## config.mk

```make
export PLATFORM = sky130hd
export DESIGN_NAME = dpss_top
export DESIGN_NICKNAME = d
export VERILOG_FILES = /design/src/rtl/dpss_pipe_slice.v /design/src/rtl/dpss_top.v
export VERILOG_INCLUDE_DIRS = /design/src /design/src/rtl
export SDC_FILE = /design/constraint.sdc
export NUM_CORES = 1
export LEC_CHECK = 0
export BUFFER_PORTS_ARGS = -buffer_cell sky130_fd_sc_hd__buf_2
export CELL_PAD_IN_SITES_DETAIL_PLACEMENT = 0
export CELL_PAD_IN_SITES_GLOBAL_PLACEMENT = 1
export CORE_MARGIN = 2
export CORE_UTILIZATION = 45
export DETAILED_ROUTE_END_ITERATION = 6
export PLACE_DENSITY_LB_ADDON = 0.1
export SLEW_MARGIN = 20
export SYNTH_ARGS = -nofsm -noshare
export SYNTH_HDL_FRONTEND = slang
export SYNTH_SLANG_ARGS = --single-unit
```

## constraint.sdc

```tcl
create_clock -name sys_clk -period 7.9 [get_ports sys_clk]
set_input_delay 1.58 -clock sys_clk [delete_from_list [all_inputs] [get_ports sys_clk]]
set_output_delay 1.58 -clock sys_clk [all_outputs]
set_load 0.03 [all_outputs]
```

## src/rtl/dpss_defs.vh

```
`ifndef DPSS_DEFS_VH
`define DPSS_DEFS_VH

// ----------------------------------------
// register byte addresses, per pipe
// ----------------------------------------
`define DPSS_SRC_A_ADDR 20'h6001c
`define DPSS_SRC_B_ADDR 20'h6101c
`define DPSS_SRC_C_ADDR 20'h6201c
`define DPSS_TRIM_A_ADDR 20'h60020
`define DPSS_TRIM_B_ADDR 20'h61020
`define DPSS_TRIM_C_ADDR 20'h62020
`define DPSS_STAT_A_ADDR 20'h70058
`define DPSS_STAT_B_ADDR 20'h71058
`define DPSS_STAT_C_ADDR 20'h72058
`define DPSS_PIPE_STRIDE 20'h01000

// ----------------------------------------
// field positions
// ----------------------------------------
`define DPSS_HI_MSB 28
`define DPSS_HI_LSB 16
`define DPSS_LO_MSB 12
`define DPSS_LO_LSB 0
`define DPSS_ST_UNDERRUN 31
`define DPSS_ST_VBLANK 30
`define DPSS_ST_FRAME 29
`define DPSS_ST_BWCRED 6
`define DPSS_ST_BCRED 5

// ----------------------------------------
// reset values
// ----------------------------------------
`define DPSS_FIELD_RST 13'h0000
`define DPSS_STAT_RST 5'h00

`endif

```

## src/rtl/dpss_pipe_slice.v

```verilog
`timescale 1ns/1ps
// one pipe: double-buffered size and trim, sticky status
`include "dpss_defs.vh"
module dpss_pipe_slice (
    sys_clk,
    nrst,
    srcWrHi,
    srcWrLo,
    trimWrHi,
    trimWrLo,
    wrData,
    statWr,
    pipeEnable,
    vgaMode,
    vblankStart,
    frameStart,
    underrun,
    bwCreditsPending,
    bCreditsPending,
    vgaHorizMinus1,
    vgaVertMinus1,
    transHorizActive,
    srcPendHi,
    srcPendLo,
    trimPendHi,
    trimPendLo,
    statusFlags,
    activeHoriz,
    activeVert,
    trimLeft,
    trimRight,
    pipeHorizSize
);
    input wire sys_clk;
    input wire nrst;
    input wire srcWrHi;
    input wire srcWrLo;
    input wire trimWrHi;
    input wire trimWrLo;
    input wire [31:0] wrData;
    input wire statWr;
    input wire pipeEnable;
    input wire vgaMode;
    input wire vblankStart;
    input wire frameStart;
    input wire underrun;
    input wire bwCreditsPending;
    input wire bCreditsPending;
    input wire [12:0] vgaHorizMinus1;
    input wire [12:0] vgaVertMinus1;
    input wire [12:0] transHorizActive;
    output reg [12:0] srcPendHi;
    output reg [12:0] srcPendLo;
    output reg [12:0] trimPendHi;
    output reg [12:0] trimPendLo;
    output wire [4:0] statusFlags;
    output reg [12:0] activeHoriz;
    output reg [12:0] activeVert;
    output reg [12:0] trimLeft;
    output reg [12:0] trimRight;
    output reg [14:0] pipeHorizSize;

    // ----------------------------------------
    // state
    // ----------------------------------------
    reg [12:0] srcActHi_r; // armed horizontal minus one
    reg [12:0] srcActLo_r; // armed vertical minus one
    reg [4:0] stat_r; // underrun, vblank, frame, bw, b
    wire [4:0] evt; // event set terms
    wire [4:0] clr; // write-one clear terms

    assign evt = {underrun, vblankStart, frameStart,
                  vblankStart & bwCreditsPending, vblankStart & bCreditsPending};
    assign clr = statWr ? {wrData[`DPSS_ST_UNDERRUN], wrData[`DPSS_ST_VBLANK],
                  wrData[`DPSS_ST_FRAME], wrData[`DPSS_ST_BWCRED],
                  wrData[`DPSS_ST_BCRED]} : 5'h00;
    assign statusFlags = stat_r;

    // ----------------------------------------
    // pending copies written by software
    // ----------------------------------------
    always @(posedge sys_clk) begin
        if (!nrst) begin
            srcPendHi <= `DPSS_FIELD_RST;
            srcPendLo <= `DPSS_FIELD_RST;
            trimPendHi <= `DPSS_FIELD_RST;
            trimPendLo <= `DPSS_FIELD_RST;
        end else begin
            if (srcWrHi) srcPendHi <= wrData[`DPSS_HI_MSB:`DPSS_HI_LSB];
            if (srcWrLo) srcPendLo <= wrData[`DPSS_LO_MSB:`DPSS_LO_LSB];
            if (trimWrHi) trimPendHi <= wrData[`DPSS_HI_MSB:`DPSS_HI_LSB];
            if (trimWrLo) trimPendLo <= wrData[`DPSS_LO_MSB:`DPSS_LO_LSB];
        end
    end

    // ----------------------------------------
    // active copies, moved at vblank start
    // ----------------------------------------
    always @(posedge sys_clk) begin
        if (!nrst) begin
            srcActHi_r <= `DPSS_FIELD_RST;
            srcActLo_r <= `DPSS_FIELD_RST;
            trimLeft <= `DPSS_FIELD_RST;
            trimRight <= `DPSS_FIELD_RST;
        end else begin
            // size arms only at vblank start
            if (vblankStart) begin
                srcActHi_r <= srcPendHi;
                srcActLo_r <= srcPendLo;
            end
            // trim also follows at once while pipe is off
            if (vblankStart || !pipeEnable) begin
                trimRight <= trimPendHi;
                trimLeft <= trimPendLo;
            end
        end
    end

    // ----------------------------------------
    // sticky status, set wins over clear
    // ----------------------------------------
    always @(posedge sys_clk) begin
        if (!nrst) begin
            stat_r <= `DPSS_STAT_RST;
        end else begin
            stat_r <= evt | (stat_r & ~clr);
        end
    end

    // ----------------------------------------
    // effective sizes seen by the pipe
    // ----------------------------------------
    always @(posedge sys_clk) begin
        if (!nrst) begin
            activeHoriz <= `DPSS_FIELD_RST;
            activeVert <= `DPSS_FIELD_RST;
            pipeHorizSize <= 15'h0000;
        end else begin
            // vga mode overrides the size register
            activeHoriz <= vgaMode ? vgaHorizMinus1 : srcActHi_r;
            activeVert <= vgaMode ? vgaVertMinus1 : srcActLo_r;
            // one-based counts add straight onto active width
            pipeHorizSize <= {2'b00, transHorizActive} + {2'b00, trimLeft}
                + {2'b00, trimRight};
        end
    end
endmodule // dpss_pipe_slice

```

## src/rtl/dpss_top.v

```verilog
`timescale 1ns/1ps
`include "dpss_defs.vh"
module dpss_top (
    sys_clk,
    nrst,
    regAddr,
    regWrEn,
    regRdEn,
    regByteEn,
    regWrData,
    regRdData,
    regRdValid,
    pipeEnable,
    vgaMode,
    vblankStart,
    frameStart,
    underrun,
    bwCreditsPending,
    bCreditsPending,
    vgaHorizMinus1,
    vgaVertMinus1,
    transHorizActive,
    srcHorizMinus1,
    srcVertMinus1,
    trimLeftCount,
    trimRightCount,
    pipeHorizSize
);
    input wire sys_clk;
    input wire nrst;
    input wire [19:0] regAddr; // byte address of mmio access
    input wire regWrEn; // one-cycle write strobe
    input wire regRdEn; // one-cycle read strobe
    input wire [3:0] regByteEn; // byte lanes of a write
    input wire [31:0] regWrData;
    output reg [31:0] regRdData;
    output reg regRdValid;
    input wire [2:0] pipeEnable; // per pipe, same clock
    input wire [2:0] vgaMode;
    input wire [2:0] vblankStart; // one-cycle pulses from transcoder
    input wire [2:0] frameStart;
    input wire [2:0] underrun;
    input wire [2:0] bwCreditsPending;
    input wire [2:0] bCreditsPending;
    input wire [38:0] vgaHorizMinus1; // 13 bits per pipe
    input wire [38:0] vgaVertMinus1;
    input wire [38:0] transHorizActive;
    output wire [38:0] srcHorizMinus1;
    output wire [38:0] srcVertMinus1;
    output wire [38:0] trimLeftCount;
    output wire [38:0] trimRightCount;
    output wire [44:0] pipeHorizSize; // 15 bits per pipe

    // ----------------------------------------
    // address decode
    // ----------------------------------------
    reg [2:0] hitSrc; // per pipe source size hit
    reg [2:0] hitTrim; // per pipe trim hit
    reg [2:0] hitStat; // per pipe status hit
    wire hiLanes; // bytes covering bits 28:16
    wire loLanes; // bytes covering bits 12:0
    wire statLanes; // any lane for status clears

    assign hiLanes = regByteEn[2] & regByteEn[3];
    assign loLanes = regByteEn[0] & regByteEn[1];
    assign statLanes = |regByteEn;

    // decode each pipe by its own full address
    always @* begin
        hitSrc[0] = (regAddr == `DPSS_SRC_A_ADDR);
        hitSrc[1] = (regAddr == `DPSS_SRC_B_ADDR);
        hitSrc[2] = (regAddr == `DPSS_SRC_C_ADDR);
        hitTrim[0] = (regAddr == `DPSS_TRIM_A_ADDR);
        hitTrim[1] = (regAddr == `DPSS_TRIM_B_ADDR);
        hitTrim[2] = (regAddr == `DPSS_TRIM_C_ADDR);
        hitStat[0] = (regAddr == `DPSS_STAT_A_ADDR);
        hitStat[1] = (regAddr == `DPSS_STAT_B_ADDR);
        hitStat[2] = (regAddr == `DPSS_STAT_C_ADDR);
    end

    // ----------------------------------------
    // per pipe slices
    // ----------------------------------------
    wire [38:0] srcPendHiAll;
    wire [38:0] srcPendLoAll;
    wire [38:0] trimPendHiAll;
    wire [38:0] trimPendLoAll;
    wire [14:0] statAll; // five flags per pipe

    genvar gi;
    generate
        for (gi = 0; gi < 3; gi = gi + 1) begin : gPipe
            dpss_pipe_slice uSlice (
                .sys_clk(sys_clk),
                .nrst(nrst),
                .srcWrHi(regWrEn & hitSrc[gi] & hiLanes),
                .srcWrLo(regWrEn & hitSrc[gi] & loLanes),
                .trimWrHi(regWrEn & hitTrim[gi] & hiLanes),
                .trimWrLo(regWrEn & hitTrim[gi] & loLanes),
                .wrData(regWrData),
                .statWr(regWrEn & hitStat[gi] & statLanes),
                .pipeEnable(pipeEnable[gi]),
                .vgaMode(vgaMode[gi]),
                .vblankStart(vblankStart[gi]),
                .frameStart(frameStart[gi]),
                .underrun(underrun[gi]),
                .bwCreditsPending(bwCreditsPending[gi]),
                .bCreditsPending(bCreditsPending[gi]),
                .vgaHorizMinus1(vgaHorizMinus1[gi*13 +: 13]),
                .vgaVertMinus1(vgaVertMinus1[gi*13 +: 13]),
                .transHorizActive(transHorizActive[gi*13 +: 13]),
                .srcPendHi(srcPendHiAll[gi*13 +: 13]),
                .srcPendLo(srcPendLoAll[gi*13 +: 13]),
                .trimPendHi(trimPendHiAll[gi*13 +: 13]),
                .trimPendLo(trimPendLoAll[gi*13 +: 13]),
                .statusFlags(statAll[gi*5 +: 5]),
                .activeHoriz(srcHorizMinus1[gi*13 +: 13]),
                .activeVert(srcVertMinus1[gi*13 +: 13]),
                .trimLeft(trimLeftCount[gi*13 +: 13]),
                .trimRight(trimRightCount[gi*13 +: 13]),
                .pipeHorizSize(pipeHorizSize[gi*15 +: 15])
            );
        end
    endgenerate

    // ----------------------------------------
    // read mux
    // ----------------------------------------
    reg [31:0] rdMux; // word selected by address
    integer pi;

    // pending values read back; reserved bits zero
    always @* begin
        rdMux = 32'h00000000;
        for (pi = 0; pi < 3; pi = pi + 1) begin
            if (hitSrc[pi]) begin
                rdMux = {3'b000, srcPendHiAll[pi*13 +: 13], 3'b000,
                         srcPendLoAll[pi*13 +: 13]};
            end
            if (hitTrim[pi]) begin
                rdMux = {3'b000, trimPendHiAll[pi*13 +: 13], 3'b000,
                         trimPendLoAll[pi*13 +: 13]};
            end
            if (hitStat[pi]) begin
                rdMux = {statAll[pi*5+4], statAll[pi*5+3], statAll[pi*5+2],
                         22'h000000, statAll[pi*5+1], statAll[pi*5], 5'h00};
            end
        end
    end

    // ----------------------------------------
    // registered read answer, one cycle later
    // ----------------------------------------
    always @(posedge sys_clk) begin
        if (!nrst) begin
            regRdData <= 32'h00000000;
            regRdValid <= 1'b0;
        end else begin
            regRdValid <= regRdEn;
            // unmapped reads return zero
            if (regRdEn) regRdData <= rdMux;
        end
    end
endmodule // dpss_top

```

==> impl_metrics.toml, run 1 <==
[pwr]
seqPwrFrac_pct = 45.8
p_switching_uw = 1260
p_int_uw = 4110
finalPower_uw = 5370
share_comb_of_total_power_pct = 7.6
swShare_pct = 23.5
power_density_mw_per_mm2 = 206
p_clk_share_pct = 46.6
leakagePower_uw = 0.0112
vdd_drop_max_v = 0.000176

[critical_path]
cp_top_family = "compound AO/OA/AOI/OAI gates"
r2r_slack_ns = 4.12
critPathLaunch = "transHorizActive[26]"
slowest_stage = "a2111oi_0"
path_buf_inv = 1
crit_arrival_ns = 5.02
path_class = "primary input to flip-flop"
cp.required_ns = 8.39
r2r_start = "gPipe[2].uSlice.trimLeft[0]"
worstPathMaxFanout = 5
crit_path_end_kind = "flip-flop"
critPathLaunchType = "primary input"
crit_chain = "buf_2 -> ha_1 -> fa_1 -> a21o_1 -> a21oi_1 -> o21a_1 -> nor3_1 -> a21oi_1 -> xnor2_1 -> ha_1 -> a2111oi_0 -> a21oi_1 -> a21oi_1 -> mux2i_1 -> a311o_1"
cp_common_cell = "a21oi_1"
critical_path.max_stage_delay_ns = 0.42

[routing]
ant_nets = 0
drtPass1Iterations = 7
drt_iter0_markers = 1487
routed_wl_um = 70400
drc_errors = 14
routed_via_density = 5.37
wl_per_cell_um = 20.5
vias = 18400

[clock_tree]
postCtsSetupRepairBufs = 0
clockBufferDepth = 3
cts_tree = "built"
cts.htree.levels = 2
cts_made_buffers = 54
clk_pin_slew_ns = 0.06
cts_root_buf = "clkbuf_16"
clock-sinks = 480
cts-hold-fix-buffers = 0
clk_latency_ns = 0.60
post_cts_resized = 0

[run_status]
violations = "design-rule violations"
outcome = "finished, violations left"

[sta]
finalWorstPathRequiredPeriod_ns = 4.53
maxSlewHeadroom_pct = 28.5
rsz0062_at_grt = "no"
finalCritPeriodShare_pct = 57.4
worst_clock_skew_ns = 0.0133
setup_viol = 0
finalMaxSlewViolations = 0
worst_pin_slew_ns = 1.07
fin_setup_tns_ns = 0
hold_viol = 0
fmax_mhz = 221

[floorplan]
die_area_mm2 = 0.0502
placementRows = 80
io_pins = 432
die_width_um = 224
die_h_um = 224
initial_utilization_pct = 45.7
core_area_mm2 = 0.0477

[synth]
post_synth.cell_area_avg_um2 = 9.02
synthTopCellsByArea = "dfxtp_1 (44%), nand2_1 (8.9%), a21boi_0 (8.2%)"
synth_top_area_share_pct = 44.1
postSynthCellCount = 2416
synth_commonest_cells = "nand2_1 (516), dfxtp_1 (480), a21boi_0 (239)"
syn_area_mm2 = 0.0218
synth_edf_count = 0
yosysTopAreaCell = "dfxtp_1"
synthArstFlopShare_pct = 0
ys_seq_elements = 480
synth.distinct_cells = 67
seq_area_frac_synth_pct = 44.1
synth-main-ff-cell = "dfxtp_1"
synth_warnings = 0
yosysMostFrequentCell = "nand2_1"

[global_routing]
grt_pass1_vias = 17800
grt_antenna_before_repair = 4
grt_overflow = 0
grt_pass1_wl_um = 106000
grt_max_degree = 288
grt_use_total_pct = 27.4

[placement]
dp.cells = 3330
hpwl_um = 52000
finalWeightedCongestion = 0.878
portBuffers = 425

[layout]
drive_gt1_share_pct = 20.3
nFillCells = 4395
final_net_count = 3055
fin_cells = 3427
finish.utilization_pct = 54.6
areaGrowthSynthToFinish_pct = 19.7

[flow_run]
max-cap-violations = 0

[min_path]
hold_class = "flip-flop to flip-flop"
hold_path.startpoint = "regRdData[9]"
-- per-stage QoR --
stage | instance area, um^2 | setup WS [ns] | hold slack [ns]
global placement | 24300 | 2.81 | 0.431
global route | 26100 | 3.09 | 0.460
CTS | 26100 | 3.43 | 0.450
floorplan | 21800 | 3.28 | 0.443
detailed placement | 24300 | 2.79 | 0.439
finish | 26100 | 3.37 | 0.445
-- registers in the layout (all words and copies together) (netlist names) --
signal	cells
gPipe.uSlice.pipeHorizSize	45
gPipe.uSlice.activeHoriz	39
gPipe.uSlice.activeVert	39
gPipe.uSlice.srcActHi_r	39
gPipe.uSlice.srcActLo_r	39
gPipe.uSlice.srcPendHi	39
gPipe.uSlice.srcPendLo	39
gPipe.uSlice.trimLeft	39
gPipe.uSlice.trimPendHi	39
gPipe.uSlice.trimPendLo	39
gPipe.uSlice.trimRight	39
regRdData	29
gPipe.uSlice.statusFlags	15
regRdValid	1
-- layout make-up --
type,count,area (um^2),area share [%]
Clock inverter,10,83.8,0.321
Multi-Input combinational cell,1774,11600,44.3
Clock buffer,86,1710,6.54
Tap cell,615,769,2.95
Inverter,16,60.1,0.230
Timing Repair Buffer,445,2310,8.84
Antenna cell,1,2.50,0.00959
Sequential cell,480,9610,36.8
-- power by group through the flow --
stage	Combinational (uW)	Sequential (uW)	Clock, uW
final	406	2460	2510
after global routing	436	2460	2640
after CTS	407	2460	2550
after floorplan	202	2570	0
after global placement	401	2520	0
after detailed placement	405	2520	0
-- layer usage --
layer | up-vias | track usage, % | routed length (um)
li1 | 9041 | - | -
met1 | 8675 | 36.6 | 31600
met2 | 581 | 44.6 | 32100
met3 | 107 | 5.00 | 4530
met4 | 6 | 8.75 | 2100
met5 | - | 0 | 39
-- path summary, 6_finish.rpt --
kind / cells after the start / end
setup / recovery: 15 / gPipe[2].uSlice.pipeHorizSize[11]
hold / removal: 1 / regRdData[9]
setup reg to reg: 14 / gPipe[2].uSlice.pipeHorizSize[11]
hold reg to reg: 1 / regRdData[9]
-- cell usage in the layout (no fill, tap or decap), types with 4 or more instances in the layout --
cell,count
fa_1,6
xor2_1,14
buf_4,18
ha_1,80
nand3_1,17
or2_2,24
buf_2,424
o21ai_0,62
dfxtp_1,480
nor2_1,48
or3_1,4
a211oi_1,9
clkbuf_1,12
a21o_1,44
nor3_1,15
o21bai_1,7
clkbuf_16,57
nor2b_1,178
and2_1,38
nand2b_1,18
nor4_1,6
a211o_1,4
o21a_1,18
a22oi_1,34
clkinv_2,6
mux2i_1,161
a21boi_1,9
a31oi_1,8
a222oi_1,24
and3_1,14
nor4b_1,4
a21oi_1,50
nand2_1,516
a21boi_0,238
clkbuf_8,17
inv_1,16
xnor2_1,42
o22ai_1,29
-- cell families after synthesis --
group / Yosys count / synth area share, %
AND/OR/NAND/NOR: 904 / 19.6
multiplexers: 161 / 7.39
other: 1 / 0.0172
XOR/XNOR: 56 / 2.25
AO/OA/AOI/OAI: 564 / 18.4
buffers and inverters: 164 / 3.09
flip-flops: 480 / 44.1
adder cells (fa/ha/maj): 86 / 5.14
Power figures use the tool's default switching activity.
==> inputs of run 2 (changes only) <==
CORE_UTILIZATION = 42   (was 45)
clock period = 4.5 ns   (was 7.9 ns; I/O delays follow)
==> run 2 against run 1 <==
  * The run now ends clean
  * Sequential share of layout area fell by 0.20 points
  * Worst setup slack got worse by 2.7 ns
  * Routed wire length is 3.7% higher
  * Cell area rose by 0.56%
  * Combinational power grew 77%
  * Hold slack gained 0.0085 ns
  * Via count up 1.9%
  * Clock-buffer cell count is 13 lower
  * Die area increased by 7.0%
  * Critical path type unchanged
  * Critical endpoint is now gPipe[0].uSlice.pipeHorizSize[11]
  * Largest cell class unchanged
  * Highest routed layer unchanged
==> impl_metrics.toml, run 2 (synthesized netlist as in run 1, its figures left out) <==
[sta]
holdWs_ns = 0.453
worst_clock_skew_ns = 0.0142
rsz0062_at_grt = "no"
finalMaxSlewViolations = 0
maxSlewHeadroom_pct = 24.6
fin_setup_tns_ns = 0
finalWorstPathRequiredPeriod_ns = 3.79
fmax_mhz = 264
setup_viol = 0
setup_slack_ns = 0.707
worst_pin_slew_ns = 1.12
hold_viol = 0
finalCritPeriodShare_pct = 84.3

[critical_path]
slowest_stage = "nor4_1"
worstPathMaxFanout = 3
path_buf_inv = 1
critPathLaunch = "transHorizActive[0]"
path_class = "primary input to flip-flop"
crit_arrival_ns = 4.27
cp.required_ns = 4.98
crit_path_end_kind = "flip-flop"
critPathLaunchType = "primary input"
timing.rr.end = "gPipe[0].uSlice.pipeHorizSize[11]"
r2r_start = "gPipe[0].uSlice.trimLeft[0]"
cp_top_family = "compound AO/OA/AOI/OAI gates"
crit_chain = "buf_2 -> ha_1 -> fa_1 -> a21o_1 -> a21oi_1 -> o21bai_1 -> a21oi_1 -> xnor2_1 -> ha_1 -> nor4_1 -> nand2b_1 -> o221a_2 -> o21ai_0 -> nor2b_1 -> xnor2_1 -> and2_1"
critical_path.max_stage_delay_ns = 0.43
r2r_slack_ns = 0.75
reg2reg_depth = 15

[layout]
areaGrowthSynthToFinish_pct = 20.3
layout_common_cells = "nand2_1 (516), dfxtp_1 (480), buf_2 (424), a21boi_0 (238), nor2b_1 (178)"
final_common_cell = "nand2_1"
largest_register = "gPipe.uSlice.pipeHorizSize"
largest_reg_flops = 45
finish.utilization_pct = 51.1
nFillCells = 4976
drive_gt1_share_pct = 20.7
final_net_count = 3066

[placement]
hpwl_um = 54000
finalWeightedCongestion = 0.897
preCtsSetupSlack_ns = 0.196
portBuffers = 425

[clock_tree]
cts_made_buffers = 53
cts_tree = "built"
clk_pin_slew_ns = 0.06
clock-sinks = 480
clk_latency_ns = 0.60
cts.htree.levels = 2
postCtsSetupRepairBufs = 0
clockBufferDepth = 3
cts-hold-fix-buffers = 0
post_cts_resized = 0
cts_root_buf = "clkbuf_16"

[global_routing]
grt_pass1_wl_um = 109000
grt_max_degree = 233
grt_pass1_vias = 17900
grt_use_total_pct = 26.3
grt_antenna_before_repair = 6
grt_overflow = 0

[run_status]
outcome = "completed"

[floorplan]
core_area_mm2 = 0.0513
die_h_um = 232
initial_utilization_pct = 42.5
placementRows = 83
die_area_mm2 = 0.0537
die_width_um = 232
io_pins = 432

[flow_run]
max-cap-violations = 0

[routing]
wl_per_cell_um = 20.8
drt_iter0_markers = 1323
routed_via_density = 5.35
vias = 18800
ant_nets = 0
drc_errors = 0
drtPass1Iterations = 6
routed_wl_um = 73000

[pwr]
vdd_drop_max_v = 0.000266
leakagePower_uw = 0.0112
power_density_mw_per_mm2 = 364
finalPower_uw = 9540

[min_path]
hold_depth = 1
whs_endpoint = "regRdData[16]"
hold_class = "flip-flop to flip-flop"
hold_path.startpoint = "regRdData[16]"
[run 2: cell types whose count changed in the layout (fill, tap and decap cells not counted), sizes merged]
cell,change
clkbuf,-13
buf,+12
clkinvlp,+2
clkinv,+3
inv,+2
bufinv,+6
[run 2: routing by layer]
| layer | routed length [um] | vias up | GRT usage (%) | part of all wire [%] |
|---|---|---|---|---|
| met5 | 52 | - | 0 | 0.071 |
| met4 | 1770 | 8 | 7.27 | 2.4 |
| met3 | 4850 | 99 | 4.62 | 6.6 |
| met2 | 34000 | 591 | 43.4 | 47 |
| met1 | 32300 | 8991 | 35.4 | 44 |
| li1 | - | 9069 | - | - |
[run 2: stage by stage]
stage | std cells | area, um^2
after floorplan | 2418 | 21800
after global placement | 3407 | 24400
after detailed placement | 3407 | 24400
after CTS | 3503 | 26200
after global routing | 3504 | 26200
final | 3504 | 26200
[run 2: final cells by class]
class                           instances  area, um^2  area share [%]
Multi-Input combinational cell       1774       11500            44.0
Timing Repair Buffer                  457        2390            9.11
Tap cell                              680         851            3.24
Clock inverter                         23         308            1.17
Antenna cell                            1        2.50         0.00954
Inverter                               16        60.1           0.229
Sequential cell                       480        9610            36.6
Clock buffer                           73        1480            5.65
[run 2: report_power, final]
group	internal, uW	switching, uW
logic	279	441
registers	4310	17.2
clock network	2700	1800
total	7280	2260
[run 2: worst max-delay path by stage]
stage                                                    to  cells past startpoint  slack, ns
final                     gPipe[0].uSlice.pipeHorizSize[11]                     16       0.71
after global routing      gPipe[0].uSlice.pipeHorizSize[13]                     16       0.43
after CTS                 gPipe[0].uSlice.pipeHorizSize[11]                     16       0.82
after detailed placement  gPipe[0].uSlice.pipeHorizSize[11]                     15       0.20
after global placement    gPipe[2].uSlice.pipeHorizSize[11]                     15       0.26
after floorplan           gPipe[2].uSlice.pipeHorizSize[11]                     14       0.56
==> inputs of run 3 (changes only) <==
clock period = 3.5 ns   (was 4.5 ns; I/O delays follow)
==> run 3 against run 2 <==
  * Sequential share of layout area down 1.3 points
  * Via count up 1.7%
  * Register-to-register slack worse by 0.57 ns
  * Clock power up 29%
  * Combinational power up 34%
  * Largest power group unchanged
==> impl_metrics.toml, run 3 (synthesized netlist as in run 1, its figures left out) <==
[run_status]
outcome = "completed"

[sta]
finalWorstPathRequiredPeriod_ns = 3.32
holdWs_ns = 0.316
fmax_mhz = 301
worst_pin_slew_ns = 1.01
hold_viol = 0
fin_setup_tns_ns = 0
finalMaxSlewViolations = 0
finalCritPeriodShare_pct = 94.8
worst_clock_skew_ns = 0.0282
setup_viol = 0
maxSlewHeadroom_pct = 32.5

[floorplan]
die_h_um = 232
initial_utilization_pct = 42.5
placementRows = 83
core_area_mm2 = 0.0513
die_area_mm2 = 0.0537
io_pins = 432
die_width_um = 232

[critical_path]
r2r_start = "gPipe[0].uSlice.trimLeft[0]"
worstPathMaxFanout = 3
r2r_slack_ns = 0.18
timing.rr.end = "gPipe[0].uSlice.pipeHorizSize[11]"
reg2reg_depth = 14
cp.required_ns = 3.99
path_class = "flip-flop to flip-flop"
critPathLaunchType = "flip-flop"
cp_common_cell = "ha_1"
slowest_stage = "fa_1"
crit_arrival_ns = 3.81
critical_path.max_stage_delay_ns = 0.41
critPathLaunch = "gPipe[0].uSlice.trimLeft[0]"
crit_chain = "ha_1 -> fa_1 -> a21o_1 -> a21oi_2 -> o21ai_0 -> a31o_2 -> xor2_1 -> ha_1 -> a21boi_2 -> o221a_2 -> o21ai_1 -> nor2b_2 -> xnor2_1 -> and2_1"
crit_path_end_kind = "flip-flop"

[global_routing]
grt_pass1_wl_um = 111000
grt_antenna_before_repair = 4
grt_overflow = 0
grt_max_degree = 136
grt_pass1_vias = 18300
grt_use_total_pct = 26.8

[routing]
drt_iter0_markers = 1392
routed_via_density = 5.28
vias = 19100
wl_per_cell_um = 20.6
drc_errors = 0
ant_nets = 0
routed_wl_um = 74300
drtPass1Iterations = 7

[layout]
finish.utilization_pct = 53.0
largest_reg_flops = 45
final_common_cell = "nand2_1"
final_net_count = 3168
layout_common_cells = "nand2_1 (516), dfxtp_1 (479), buf_2 (424), a21boi_0 (235), nor2b_1 (176)"
final_cell_area_mm2 = 0.0272
nFillCells = 4888
largest_register = "gPipe.uSlice.pipeHorizSize"
areaGrowthSynthToFinish_pct = 24.6
drive_gt1_share_pct = 24.1

[clock_tree]
cts_made_buffers = 54
cts.htree.levels = 2
cts_tree = "built"
cts_root_buf = "clkbuf_16"
clk_latency_ns = 0.61
cts-hold-fix-buffers = 0
clockBufferDepth = 3
clk_pin_slew_ns = 0.06
clock-sinks = 480

[pwr]
power_density_mw_per_mm2 = 454
vdd_drop_max_v = 0.000372
leakagePower_uw = 0.0118

[min_path]
hold_class = "primary input to flip-flop"
hold_path.startpoint = "frameStart[0]"
hold_depth = 2
whs_endpoint = "gPipe[0].uSlice.statusFlags[2]"

[flow_run]
max-cap-violations = 0

[placement]
placed_area_mm2 = 0.0253
finalWeightedCongestion = 0.886
hpwl_um = 55300
portBuffers = 425
run 3: cell type report:
type                       count  area [um^2]  share of cell area [%]
antenna                        2         5.00                  0.0184
inverter                      16         60.1                   0.221
clock inverter                18          204                   0.750
timing repair buffer         558         3190                    11.7
clock buffer                  83         1620                    5.97
multi-input combinational   1774        11600                    42.8
tap                          680          851                    3.13
sequential                   480         9610                    35.4
run 3: how the worst max path moves through the flow:
stage / end / slack [ns] / cells past startpoint
floorplan: gPipe[2].uSlice.pipeHorizSize[13] / 0.005 / 15
global placement: gPipe[2].uSlice.pipeHorizSize[11] / -0.30 / 15
detailed placement: gPipe[2].uSlice.pipeHorizSize[11] / -0.35 / 15
CTS: gPipe[2].uSlice.pipeHorizSize[11] / 0.09 / 14
global route: gPipe[2].uSlice.pipeHorizSize[13] / -0.03 / 15
finish: gPipe[0].uSlice.pipeHorizSize[11] / 0.18 / 14
run 3: timing repair:
item / in CTS / in global routing
endpoints found under the setup margin: 0 / 14
buffers inserted: 0 / 2
resized for setup: 0 / 12
run 3: power breakdown:
group	switching, uW	internal (uW)	total, uW
registers	21.9	5540	5560
logic	576	387	963
clock network	2340	3480	5820
total	2940	9400	12300
run 3: metal layers:
layer	global-route usage (%)	share of wire [%]
met1	37.0	46
met2	43.4	46
met3	4.26	6.0
met4	7.27	2.3
met5	0	0.026
run 3: per-stage QoR:
stage	worst slack, ns	total power, uW	std cells
global placement	-0.303	6630	3506
CTS	0.0899	12500	3607
detailed placement	-0.348	6640	3506
floorplan	0.00451	6260	2418
finish	0.182	12300	3611
global route	-0.0318	12700	3610
run 3: critical path: cells and delay by family (launching register included):
kind / cells / cell delay [ns]
compound gates: 7 / 1.41
xor+xnor: 2 / 0.22
fa+ha+maj: 3 / 0.92
flops: 1 / 0.33
simple gates: 2 / 0.34
